**src/iolc_map.svh**
```systemverilog
/*
  Register offsets and reset values of the I/O line configuration
  and interrupt block.
  Assumes inclusion by bare name from any file that needs these numbers.
*/
`ifndef IOLC_MAP_SVH
`define IOLC_MAP_SVH

// ----------------------------------------------------------------------
// Register byte offsets
// ----------------------------------------------------------------------
`define IOLC_OFS_IRQ_ENABLE 8'h00
`define IOLC_OFS_IRQ_DISABLE 8'h04
`define IOLC_OFS_IRQ_MASK 8'h08
`define IOLC_OFS_IRQ_STATUS 8'h0c
`define IOLC_OFS_OD_ENABLE 8'h10
`define IOLC_OFS_OD_DISABLE 8'h14
`define IOLC_OFS_OD_STATUS 8'h18
`define IOLC_OFS_PU_DISABLE 8'h20
`define IOLC_OFS_PU_ENABLE 8'h24
`define IOLC_OFS_PU_STATUS 8'h28
`define IOLC_OFS_PERIPH_A 8'h30
`define IOLC_OFS_PERIPH_B 8'h34
`define IOLC_OFS_PERIPH_STATUS 8'h38
`define IOLC_OFS_DW_ENABLE 8'h40
`define IOLC_OFS_DW_DISABLE 8'h44
`define IOLC_OFS_DW_STATUS 8'h48
`define IOLC_OFS_OUT_LEVEL 8'h50

// ----------------------------------------------------------------------
// Reset values
// ----------------------------------------------------------------------
`define IOLC_RST_IRQ_MASK 32'h0000_0000
`define IOLC_RST_IRQ_STATUS 32'h0000_0000
`define IOLC_RST_OD 32'h0000_0000
`define IOLC_RST_PU_OFF 32'h0000_0000
`define IOLC_RST_PERIPH 32'h0000_0000
`define IOLC_RST_DW 32'h0000_0000
`define IOLC_RST_OUT_LEVEL 32'h0000_0000

`endif

```
**src/iolc_pkg.sv**
```systemverilog
/*
  Types shared by the I/O line configuration block.
  Assumes nothing beyond a SystemVerilog compiler.
*/
package iolc_pkg;

  typedef logic [31:0] iolc_word_t;

  // Register decode result
  typedef enum logic [4:0] {
    IOLC_R_NONE = 5'h00,
    IOLC_R_IRQ_EN = 5'h01,
    IOLC_R_IRQ_DIS = 5'h02,
    IOLC_R_IRQ_MASK = 5'h03,
    IOLC_R_IRQ_STAT = 5'h04,
    IOLC_R_OD_EN = 5'h05,
    IOLC_R_OD_DIS = 5'h06,
    IOLC_R_OD_STAT = 5'h07,
    IOLC_R_PU_DIS = 5'h08,
    IOLC_R_PU_EN = 5'h09,
    IOLC_R_PU_STAT = 5'h0a,
    IOLC_R_PA = 5'h0b,
    IOLC_R_PB = 5'h0c,
    IOLC_R_P_STAT = 5'h0d,
    IOLC_R_DW_EN = 5'h0e,
    IOLC_R_DW_DIS = 5'h0f,
    IOLC_R_DW_STAT = 5'h10,
    IOLC_R_OUT_LVL = 5'h11
  } iolc_reg_t;

endpackage : iolc_pkg

```
**src/iolc_top.sv**
```systemverilog
/*
  Per-line configuration and input change interrupt block of a 32-line
  parallel I/O controller: interrupt enable/mask/status, open-drain,
  pull-up, peripheral A/B selection and direct output write gating.
  Assumes a simple register port with one-cycle strobes, read data one
  cycle later, and pin levels already synchronous to i_mclk.
*/
`timescale 1ns/100ps
`include "iolc_map.svh"

module iolc_top #(
  parameter int LINES = 32
) (
  input wire logic i_mclk,
  input wire logic i_rst_b,
  input wire logic [7:0] i_addr,
  input wire logic [31:0] i_wdata,
  input wire logic i_wr,
  input wire logic i_rd,
  output logic [31:0] o_rdata,
  input wire logic [LINES-1:0] i_pin_level,
  input wire logic [LINES-1:0] i_pio_owns,
  output logic [LINES-1:0] o_pad_out,
  output logic [LINES-1:0] o_pad_oe,
  output logic [LINES-1:0] o_pullup_on,
  output logic [LINES-1:0] o_periph_b_sel,
  output logic o_irq
);

  // --------------------------------------------------------------------
  // Address decode
  // --------------------------------------------------------------------
  function automatic iolc_pkg::iolc_reg_t decode(input logic [7:0] a);
    case (a)
      `IOLC_OFS_IRQ_ENABLE: decode = iolc_pkg::IOLC_R_IRQ_EN;
      `IOLC_OFS_IRQ_DISABLE: decode = iolc_pkg::IOLC_R_IRQ_DIS;
      `IOLC_OFS_IRQ_MASK: decode = iolc_pkg::IOLC_R_IRQ_MASK;
      `IOLC_OFS_IRQ_STATUS: decode = iolc_pkg::IOLC_R_IRQ_STAT;
      `IOLC_OFS_OD_ENABLE: decode = iolc_pkg::IOLC_R_OD_EN;
      `IOLC_OFS_OD_DISABLE: decode = iolc_pkg::IOLC_R_OD_DIS;
      `IOLC_OFS_OD_STATUS: decode = iolc_pkg::IOLC_R_OD_STAT;
      `IOLC_OFS_PU_DISABLE: decode = iolc_pkg::IOLC_R_PU_DIS;
      `IOLC_OFS_PU_ENABLE: decode = iolc_pkg::IOLC_R_PU_EN;
      `IOLC_OFS_PU_STATUS: decode = iolc_pkg::IOLC_R_PU_STAT;
      `IOLC_OFS_PERIPH_A: decode = iolc_pkg::IOLC_R_PA;
      `IOLC_OFS_PERIPH_B: decode = iolc_pkg::IOLC_R_PB;
      `IOLC_OFS_PERIPH_STATUS: decode = iolc_pkg::IOLC_R_P_STAT;
      `IOLC_OFS_DW_ENABLE: decode = iolc_pkg::IOLC_R_DW_EN;
      `IOLC_OFS_DW_DISABLE: decode = iolc_pkg::IOLC_R_DW_DIS;
      `IOLC_OFS_DW_STATUS: decode = iolc_pkg::IOLC_R_DW_STAT;
      `IOLC_OFS_OUT_LEVEL: decode = iolc_pkg::IOLC_R_OUT_LVL;
      default: decode = iolc_pkg::IOLC_R_NONE;
    endcase
  endfunction : decode

  // Set/clear pair: set bits from one write, clear bits from another
  function automatic logic [LINES-1:0] set_clr(input logic [LINES-1:0] cur,
      input logic [LINES-1:0] s, input logic [LINES-1:0] c);
    set_clr = (cur | s) & ~c;
  endfunction : set_clr

  iolc_pkg::iolc_reg_t sel;
  assign sel = decode(i_addr);

  wire [LINES-1:0] wd = i_wdata[LINES-1:0];
  wire [LINES-1:0] zero = '0;

  function automatic logic [LINES-1:0] wsel(input logic hit,
      input logic [LINES-1:0] d);
    wsel = hit ? d : '0;
  endfunction : wsel

  wire w_irq_en = i_wr && sel == iolc_pkg::IOLC_R_IRQ_EN;
  wire w_irq_dis = i_wr && sel == iolc_pkg::IOLC_R_IRQ_DIS;
  wire w_od_en = i_wr && sel == iolc_pkg::IOLC_R_OD_EN;
  wire w_od_dis = i_wr && sel == iolc_pkg::IOLC_R_OD_DIS;
  wire w_pu_dis = i_wr && sel == iolc_pkg::IOLC_R_PU_DIS;
  wire w_pu_en = i_wr && sel == iolc_pkg::IOLC_R_PU_EN;
  wire w_pa = i_wr && sel == iolc_pkg::IOLC_R_PA;
  wire w_pb = i_wr && sel == iolc_pkg::IOLC_R_PB;
  wire w_dw_en = i_wr && sel == iolc_pkg::IOLC_R_DW_EN;
  wire w_dw_dis = i_wr && sel == iolc_pkg::IOLC_R_DW_DIS;
  wire w_out = i_wr && sel == iolc_pkg::IOLC_R_OUT_LVL;
  wire r_stat = i_rd && sel == iolc_pkg::IOLC_R_IRQ_STAT;

  // --------------------------------------------------------------------
  // Per-line state
  // --------------------------------------------------------------------
  logic [LINES-1:0] mask_ff, stat_ff, od_ff, pu_off_ff, pb_ff, dw_ff;
  logic [LINES-1:0] lvl_ff, pin_prev_ff, out_ff, pullup_on_ff;
  logic pin_valid_ff;
  logic [31:0] rdata_ff;
  logic irq_ff;

  wire [LINES-1:0] nxt_mask =
    set_clr(mask_ff, wsel(w_irq_en, wd), wsel(w_irq_dis, wd));
  wire [LINES-1:0] nxt_od =
    set_clr(od_ff, wsel(w_od_en, wd), wsel(w_od_dis, wd));
  wire [LINES-1:0] nxt_pu_off =
    set_clr(pu_off_ff, wsel(w_pu_dis, wd), wsel(w_pu_en, wd));
  wire [LINES-1:0] nxt_pb =
    set_clr(pb_ff, wsel(w_pb, wd), wsel(w_pa, wd));
  wire [LINES-1:0] nxt_dw =
    set_clr(dw_ff, wsel(w_dw_en, wd), wsel(w_dw_dis, wd));
  // every pair above is a plain set/clear of one state bit

  // Output level: direct write only touches lines whose gate is open
  wire [LINES-1:0] nxt_lvl = w_out ?
    ((lvl_ff & ~dw_ff) | (wd & dw_ff)) : lvl_ff;

  // Change detection; the first sample after reset has no reference
  wire [LINES-1:0] chg = pin_valid_ff ? (i_pin_level ^ pin_prev_ff) : zero;
  // A change seen in the read cycle survives the clear
  wire [LINES-1:0] nxt_stat = (r_stat ? zero : stat_ff) | chg;
  wire nxt_irq = |(nxt_stat & nxt_mask);

  // Open drain: drive only when the level is low
  wire [LINES-1:0] nxt_oe = i_pio_owns & (~nxt_od | ~nxt_lvl);

  // --------------------------------------------------------------------
  // Read mux
  // --------------------------------------------------------------------
  logic [31:0] rmux;
  always_comb begin
    rmux = 32'h0000_0000;
    case (sel)
      iolc_pkg::IOLC_R_IRQ_MASK: rmux[LINES-1:0] = mask_ff;
      iolc_pkg::IOLC_R_IRQ_STAT: rmux[LINES-1:0] = stat_ff;
      iolc_pkg::IOLC_R_OD_STAT: rmux[LINES-1:0] = od_ff;
      iolc_pkg::IOLC_R_PU_STAT: rmux[LINES-1:0] = pu_off_ff;
      iolc_pkg::IOLC_R_P_STAT: rmux[LINES-1:0] = pb_ff;
      iolc_pkg::IOLC_R_DW_STAT: rmux[LINES-1:0] = dw_ff;
      iolc_pkg::IOLC_R_OUT_LVL: rmux[LINES-1:0] = lvl_ff;
      default: rmux = 32'h0000_0000;
    endcase
  end

  // --------------------------------------------------------------------
  // Registers
  // --------------------------------------------------------------------
  always_ff @(posedge i_mclk) begin
    if (!i_rst_b) begin
      mask_ff <= LINES'(`IOLC_RST_IRQ_MASK);
    end else begin
      mask_ff <= nxt_mask;
    end
  end

  always_ff @(posedge i_mclk) begin
    if (!i_rst_b) begin
      stat_ff <= LINES'(`IOLC_RST_IRQ_STATUS);
    end else begin
      stat_ff <= nxt_stat;
    end
  end

  always_ff @(posedge i_mclk) begin
    if (!i_rst_b) begin
      od_ff <= LINES'(`IOLC_RST_OD);
    end else begin
      od_ff <= nxt_od;
    end
  end

  always_ff @(posedge i_mclk) begin
    if (!i_rst_b) begin
      pu_off_ff <= LINES'(`IOLC_RST_PU_OFF);
    end else begin
      pu_off_ff <= nxt_pu_off;
    end
  end

  // Own flop so the pad control pin never sees an inverter glitch
  always_ff @(posedge i_mclk) begin
    if (!i_rst_b) begin
      pullup_on_ff <= ~LINES'(`IOLC_RST_PU_OFF);
    end else begin
      pullup_on_ff <= ~nxt_pu_off;
    end
  end

  always_ff @(posedge i_mclk) begin
    if (!i_rst_b) begin
      pb_ff <= LINES'(`IOLC_RST_PERIPH);
    end else begin
      pb_ff <= nxt_pb;
    end
  end

  always_ff @(posedge i_mclk) begin
    if (!i_rst_b) begin
      dw_ff <= LINES'(`IOLC_RST_DW);
    end else begin
      dw_ff <= nxt_dw;
    end
  end

  always_ff @(posedge i_mclk) begin
    if (!i_rst_b) begin
      lvl_ff <= LINES'(`IOLC_RST_OUT_LEVEL);
    end else begin
      lvl_ff <= nxt_lvl;
    end
  end

  always_ff @(posedge i_mclk) begin
    if (!i_rst_b) begin
      pin_prev_ff <= '0;
      pin_valid_ff <= 1'b0;
    end else begin
      pin_prev_ff <= i_pin_level;
      pin_valid_ff <= 1'b1;
    end
  end

  always_ff @(posedge i_mclk) begin
    if (!i_rst_b) begin
      out_ff <= '0;
    end else begin
      out_ff <= nxt_oe;
    end
  end

  always_ff @(posedge i_mclk) begin
    if (!i_rst_b) begin
      rdata_ff <= 32'h0000_0000;
    end else begin
      rdata_ff <= i_rd ? rmux : 32'h0000_0000;
    end
  end

  always_ff @(posedge i_mclk) begin
    if (!i_rst_b) begin
      irq_ff <= 1'b0;
    end else begin
      irq_ff <= nxt_irq;
    end
  end

  logic [LINES-1:0] pad_lvl_ff;
  always_ff @(posedge i_mclk) begin
    if (!i_rst_b) begin
      pad_lvl_ff <= '0;
    end else begin
      pad_lvl_ff <= nxt_lvl;
    end
  end

  // --------------------------------------------------------------------
  // Output drivers
  // --------------------------------------------------------------------
  assign o_rdata = rdata_ff;
  assign o_pad_out = pad_lvl_ff;
  assign o_pad_oe = out_ff;
  assign o_pullup_on = pullup_on_ff;
  assign o_periph_b_sel = pb_ff;
  assign o_irq = irq_ff;
endmodule : iolc_top

```
**config.mk**
```make
export PLATFORM = sky130hd
export DESIGN_NAME = iolc_top
export DESIGN_NICKNAME = d
export VERILOG_FILES = /design/src/iolc_pkg.sv /design/src/iolc_top.sv
export VERILOG_INCLUDE_DIRS = /design/src
export SDC_FILE = /design/constraint.sdc
export NUM_CORES = 1
export LEC_CHECK = 0
export ABC_AREA = 1
export BUFFER_PORTS_ARGS = -buffer_cell sky130_fd_sc_hd__buf_2
export CELL_PAD_IN_SITES_DETAIL_PLACEMENT = 0
export CELL_PAD_IN_SITES_GLOBAL_PLACEMENT = 1
export CORE_MARGIN = 1
export CORE_UTILIZATION = 35
export CTS_CLUSTER_DIAMETER = 200
export CTS_CLUSTER_SIZE = 30
export DETAILED_ROUTE_END_ITERATION = 6
export GPL_ROUTABILITY_DRIVEN = 0
export HOLD_SLACK_MARGIN = 0.1
export PLACE_DENSITY_LB_ADDON = 0.1
export RECOVER_POWER = 100
export SLEW_MARGIN = 20
export SYNTH_ARGS = -nofsm -noshare
export SYNTH_HDL_FRONTEND = slang
export SYNTH_SLANG_ARGS = --single-unit
```
**constraint.sdc**
```tcl
create_clock -name i_mclk -period 1.7 [get_ports i_mclk]
set_input_delay 0.085 -clock i_mclk [delete_from_list [all_inputs] [get_ports i_mclk]]
set_output_delay 0.085 -clock i_mclk [all_outputs]
set_load 0.005 [all_outputs]
```
Word level (Yosys, flattened, before mapping)
Cells that the tools add are included.
{"block": "totals", "register_bits": 354, "latchBits": 0, "ram_bits": 0, "mem_bits_ro": 0, "inputBits": 108, "out_inout_bits": 161, "n_memories": 0}
{"block": "op_classes", "addsub": 0, "mul": 0, "div": 0, "order_cmp": 0, "eq_ne": 33, "n_shift": 0, "muxes": 16, "bitwise_logic": 27, "reduce_logical": 15}
{"cell": "$mux W32", "n": 13}
{"cell": "$and A32 B32 Y32", "n": 9}
{"cell": "$not A32 Y32", "n": 9}
{"cell": "$or A32 B32 Y32", "n": 8}
{"cell": "$pmux W32 S7", "n": 1}
{"cell": "$pmux W5 S17", "n": 1}
{"cell": "$eq A8 B6 Y1 const B", "n": 6}
{"cell": "$eq A5 B4 Y1 const B", "n": 8}
{"cell": "$eq A8 B7 Y1 const B", "n": 4}
{"cell": "$reduce_or A32 Y1", "n": 1}
{"cell": "$xor A32 B32 Y32", "n": 1}
{"cell": "$eq A8 B5 Y1 const B", "n": 3}
{"cell": "$eq A5 B3 Y1 const B", "n": 4}
{"cell": "$eq A8 B4 Y1 const B", "n": 2}
{"cell": "$logic_and A1 B1 Y1", "n": 12}
{"cell": "$eq A5 B2 Y1 const B", "n": 2}
{"cell": "$eq A5 B5 Y1 const B", "n": 2}
{"cell": "$eq A8 B3 Y1 const B", "n": 1}
{"cell": "$logic_not A8 Y1", "n": 1}
{"cell": "$eq A5 B1 Y1 const B", "n": 1}
{"cell": "$reduce_and A2 Y1", "n": 1}
{"cell": "$mux W1", "n": 1}

Longest topological paths before layout
{"block": "depth", "depth_word": 10, "depth_mapped": 13}

Least setup slack after synthesis
OpenSTA, ideal clock, no wires.
{"block": "synth_timing", "kind": "input port to flip-flop", "startpoint": "in i_addr[1]", "endpoint": "reg out_ff[1], in the netlist o_pad_oe[1]", "arrival_ps": 1288, "t_required_ps": 1584, "slack_ps": 295, "cell_stages": 11, "path_cell_list": "nor2_1 nand2_2 clkinv_2 nand4_4 nor2_4 buf_6 nand2_1 a21oi_1 inv_1 o211ai_1 inv_1"}
{"block": "synth_via", "elab_chain_len": 10, "word_cells_on_any_way": 34, "cone_classes": "eq/ne: 19; mux: 4; bitwise: 7; reduce/logical: 4"}
{"element": "start: declaration", "line": "iolc_top.sv:16", "source": "input wire logic [7:0] i_addr,"}
{"element": "$eq A8 B7 Y1 (tied with other cells)", "line": "iolc_top.sv:34", "source": "case (a)"}
{"element": "$pmux W5 S17 *", "line": "iolc_top.sv:34"}
{"element": "$eq A5 B3 Y1 (on tied branches)", "line": "iolc_top.sv:75, iolc_top.sv:76"}
{"element": "$logic_and A1 B1 Y1 (on tied branches)", "line": "iolc_top.sv:75, iolc_top.sv:76"}
{"element": "$mux W32", "line": "iolc_top.sv:70", "source": "wsel = hit ? d : '0;"}
{"element": "$or A32 B32 Y32 / $not A32 Y32 (equally long branches)", "line": "iolc_top.sv:59", "source": "set_clr = (cur | s) & ~c;"}
{"element": "$and A32 B32 Y32", "line": "iolc_top.sv:59"}
{"element": "$not A32 Y32", "line": "iolc_top.sv:118", "source": "wire [LINES-1:0] nxt_oe = i_pio_owns & (~nxt_od | ~nxt_lvl);"}
{"element": "$or A32 B32 Y32 *", "line": "iolc_top.sv:118"}
{"element": "$and A32 B32 Y32 *", "line": "iolc_top.sv:118"}
{"element": "end signal: assignment", "line": "iolc_top.sv:220", "source": "out_ff <= nxt_oe;"}
{"element": "end: declaration", "line": "iolc_top.sv:90", "source": "logic [LINES-1:0] lvl_ff, pin_prev_ff, out_ff, pullup_on_ff;"}
Mark *: on every way between the ends. The rest lies on a longest branch, timed or not.
A chain may end at the register's enable or synchronous reset.

Final worst setup path
{"block": "layout_timing", "startpoint": "in i_addr[0]", "endpoint": "reg rdata_ff[26], in the netlist o_rdata[26]"}
{"block": "layout_via", "elab_chain_len": 4, "word_cells_on_any_way": 26, "cone_classes": "eq/ne: 23; mux: 2; reduce/logical: 1"}
{"element": "$eq A8 B7 Y1 (tied with other cells)", "line": "iolc_top.sv:34"}
{"element": "$pmux W5 S17 *", "line": "iolc_top.sv:34"}
{"element": "$eq A5 B5 Y1 (tied with other cells)", "line": "iolc_top.sv:126", "source": "case (sel)"}
{"element": "$pmux W32 S7 *", "line": "iolc_top.sv:126"}
{"element": "end signal: assignment", "line": "iolc_top.sv:228", "source": "rdata_ff <= i_rd ? rmux : 32'h0000_0000;"}
{"element": "end: declaration", "line": "iolc_top.sv:92", "source": "logic [31:0] rdata_ff;"}
Marks and branches as above.

==> results.yml <==
die:
  initial_core_util: 0.355
  dieHeight_um: 209
  placementRows: 75
  coreArea_mm2: 0.0420
  dieWidth_um: 209
  die_area_mm2: 0.0435
  top_level_ports: 269
setup_path:
  critical_path_class: "in2reg"
  critPathCaptureType: "flop"
  cp_max_fo: 10
  crit_required_ns: 2.14
  critical_path.startpoint_type: "primary input"
  critPathArrivalTime_ns: 2.04
  r2r_cells: 9
synthesis:
  synthesis.yosys.warnings: 0
  avgSynthCellArea_um2: 7.29
  ys_top_cells_by_area: "sky130_fd_sc_hd__dfxtp_1 (47%), sky130_fd_sc_hd__nand2_1 (8.5%), sky130_fd_sc_hd__inv_1 (8.4%)"
  mappedNetlistNets: 2157
  synth-seq-area-share: 0.474
  dominantRegCellSynth: "sky130_fd_sc_hd__dfxtp_1"
  synth_commonest_cells: "sky130_fd_sc_hd__dfxtp_1 (354), sky130_fd_sc_hd__nand2_1 (340), sky130_fd_sc_hd__inv_1 (334)"
  synth-edff-count: 0
  netlist.top_cell.by_area: "sky130_fd_sc_hd__dfxtp_1"
  post_synth_inst_count: 2049
  synth.most_common_cell: "sky130_fd_sc_hd__dfxtp_1"
  mappedNetlistArea_mm2: 0.0149
  synth_top_cell_area_share: 0.474
  asyncSetResetFlopFracSynth: 0
  synth.ff_latch_count: 354
  netlist-cell-type-count: 36
cells_and_area:
  drive_above_1_share: 0.170
  nets: 2576
  num-fill-cells: 4465
  syn2layout_area_growth_pct: 27.6
  stdcell_count: 3011
sta:
  achievable-frequency_ghz: 0.624
  worst_slew_pin_slew_ns: 0.704
  finalHoldViolations: 0
  layout_min_cycle_time_ns: 1.60
  maxSlewViolCount: 0
  setup_tns_ns: 0
  report.final.setup_viol: 0
  period_utilization: 0.942
  worst_slew_margin_rel: 0.530
  setup_repair_after_global_routing_missed_its_margin: "no"
  timing.clock.skew_ns: 0.0214
min_path:
  worstHoldPathCells: 4
  min-delay-path-class: "in2reg"
power:
  vdd_drop_max_mv: 0.585
  switching_portion_of_total_power: 0.251
  power_frac_seq: 0.601
  power_density_mw_per_mm2: 743
  clkPwrFrac: 0.307
  power_report.internal_total_mw: 10.6
  power.static_leakage_nw: 8.24
  total_switching_power_mw: 3.55
  combinationalPowerShare: 0.092
routing:
  detail_route.wirelength_um: 56900
  detailedRoute.firstPassIterationCount: 6
  drc: 0
  detail_route.vias_per_cell: 4.99
  detailroute.via_count: 15024
  routedWlPerCell_um: 18.9
  drtAntennaViolNets: 0
  drtIter0Drc: 986
grt:
  antenna_violations_before_repair: 11
  overflow: 0
  grt_pass1_wl_um: 86200
  first_global_vias: 14224
  maximum_number_of_pins_on_one_net_before_global_route_repair: 53
  grt_usage: 0.257
job:
  max_cap_viol_count: 0
cts:
  clk_root_buffer_cell: "sky130_fd_sc_hd__clkbuf_16"
  cts_tree: "built"
  cts_inserted_buffers: 15
  tritoncts_num_sinks: 354
  worst_skew_pair_later_pin_latency_ns: 0.54
  clk_transition_reported_paths_ns: 0.12
  clock_path_buffers: 3
  h-tree-depth: 1
status:
  run_status: "finished clean"
placement:
  place_inst: 2889
  numPortBuffers: 268
  detailedPlacementHpwl_um: 40200
==> critical path, cell delays in order <==
cell,delay (ns)
sky130_fd_sc_hd__buf_2,0.11
sky130_fd_sc_hd__inv_1,0.05
sky130_fd_sc_hd__nand2_1,0.09
sky130_fd_sc_hd__nor3_4,0.11
sky130_fd_sc_hd__clkbuf_2,0.24
sky130_fd_sc_hd__inv_1,0.08
sky130_fd_sc_hd__nor2_1,0.19
sky130_fd_sc_hd__inv_1,0.17
sky130_fd_sc_hd__clkbuf_1,0.36
sky130_fd_sc_hd__o22ai_1,0.28
sky130_fd_sc_hd__nor2_1,0.06
sky130_fd_sc_hd__a21oi_1,0.22
==> path summary, 6_finish.rpt <==
check	from	end	slack [ns]
hold reg to reg	stat_ff[20]	stat_ff[20]	0.50
setup / recovery	i_addr[0]	o_rdata[26]	0.1
hold / removal	i_wr	dw_ff[11]	0.15
setup reg to reg	pin_valid_ff	o_irq	0.11
==> cells by family (layout without fill, tap and decap cells) <==
logic type	Yosys count	after routing	synth area share
AOI/OAI and AO/OA	415	415	0.163
buffers and inverters	471	889	0.127
DFF	354	354	0.474
other	0	5	0
and+or+nand+nor	809	809	0.236
==> flip-flops by register name (all words and copies together) (netlist names) <==
name	count
dw_ff	32
mask_ff	32
o_pad_oe	32
o_pad_out	32
o_periph_b_sel	32
o_pullup_on	32
o_rdata	32
od_ff	32
pin_prev_ff	32
pu_off_ff	32
stat_ff	32
o_irq	1
pin_valid_ff	1
==> area by class of cell <==
| class | count | area (um^2) | area share |
|---|---|---|---|
| inverter | 339 | 1290 | 0.0674 |
| antenna | 5 | 12.5 | 0.000656 |
| timing repair buffer | 534 | 3710 | 0.194 |
| multi-input combinational | 1224 | 5920 | 0.310 |
| sequential | 354 | 7090 | 0.372 |
| tap | 539 | 674 | 0.0354 |
| clock buffer | 15 | 375 | 0.0197 |
| clock inverter | 1 | 8.76 | 0.000459 |
==> metrics by stage <==
step,total power [mW],hold slack (ns),area (um^2),utilization,setup WS [ns]
global route,14.7,0.154,19100,0.454,0.0117
global placement,9.82,0.286,18000,0.428,-0.480
detailed placement,9.83,0.291,18000,0.428,-0.451
finish,14.2,0.151,19100,0.454,0.0987
CTS,14.3,0.142,19400,0.461,0.0114
floorplan,9.24,0.113,14900,-,0.295
==> metal layers <==
metal,part of all wire,track usage,vias to the layer above
met5,0.0015,0,-
met4,0.019,0.0672,14
met3,0.057,0.0380,82
met2,0.45,0.407,474
met1,0.48,0.364,7039
li1,-,-,7415
==> power groups by stage <==
stage	Combinational, mW	Clock [mW]	Sequential (mW)
after floorplan	0.553	0	8.68
after global placement	1.13	0	8.69
after detailed placement	1.13	0	8.70
after CTS	1.33	4.50	8.51
after global routing	1.42	4.78	8.53
final	1.30	4.36	8.51
==> cells in the final DEF, fill, tap and decap left out, types with 3 or more instances in the layout <==
master	synthesis	final
sky130_fd_sc_hd__dfxtp_1	354	353
sky130_fd_sc_hd__nand2_1	340	340
sky130_fd_sc_hd__inv_1	334	332
sky130_fd_sc_hd__nor2_1	218	217
sky130_fd_sc_hd__buf_2	29	195
sky130_fd_sc_hd__o21ai_0	154	155
sky130_fd_sc_hd__nand3_1	152	151
sky130_fd_sc_hd__a21oi_1	122	122
sky130_fd_sc_hd__buf_4	8	109
sky130_fd_sc_hd__dlygate4sd3_1	0	101
sky130_fd_sc_hd__clkbuf_1	76	82
sky130_fd_sc_hd__o22ai_1	54	54
sky130_fd_sc_hd__nand4_1	34	35
sky130_fd_sc_hd__a221oi_1	32	32
sky130_fd_sc_hd__or2_2	32	32
sky130_fd_sc_hd__o211ai_1	26	31
sky130_fd_sc_hd__buf_12	0	22
sky130_fd_sc_hd__nor3_1	14	15
sky130_fd_sc_hd__clkbuf_16	0	15
sky130_fd_sc_hd__clkbuf_4	0	11
sky130_fd_sc_hd__o221ai_1	10	10
sky130_fd_sc_hd__clkbuf_2	0	10
sky130_fd_sc_hd__diode_2	0	5
sky130_fd_sc_hd__nor4_1	5	5
sky130_fd_sc_hd__inv_2	3	4
sky130_fd_sc_hd__a31oi_1	4	4
sky130_fd_sc_hd__nor2_4	3	3
sky130_fd_sc_hd__nand2_2	3	3
sky130_fd_sc_hd__nor3_4	2	3
sky130_fd_sc_hd__o21bai_1	2	3
sky130_fd_sc_hd__buf_1	11	3
==> timing repair <==
| action | CTS | global route |
|---|---|---|
| hold buffers | 101 | 0 |
| hold endpoints to repair | 303 | 0 |
| gates resized for setup | 0 | 5 |
| endpoints found under the setup margin | 0 | 3 |
| setup buffers | 0 | 0 |
Power figures use the tool's default switching activity.
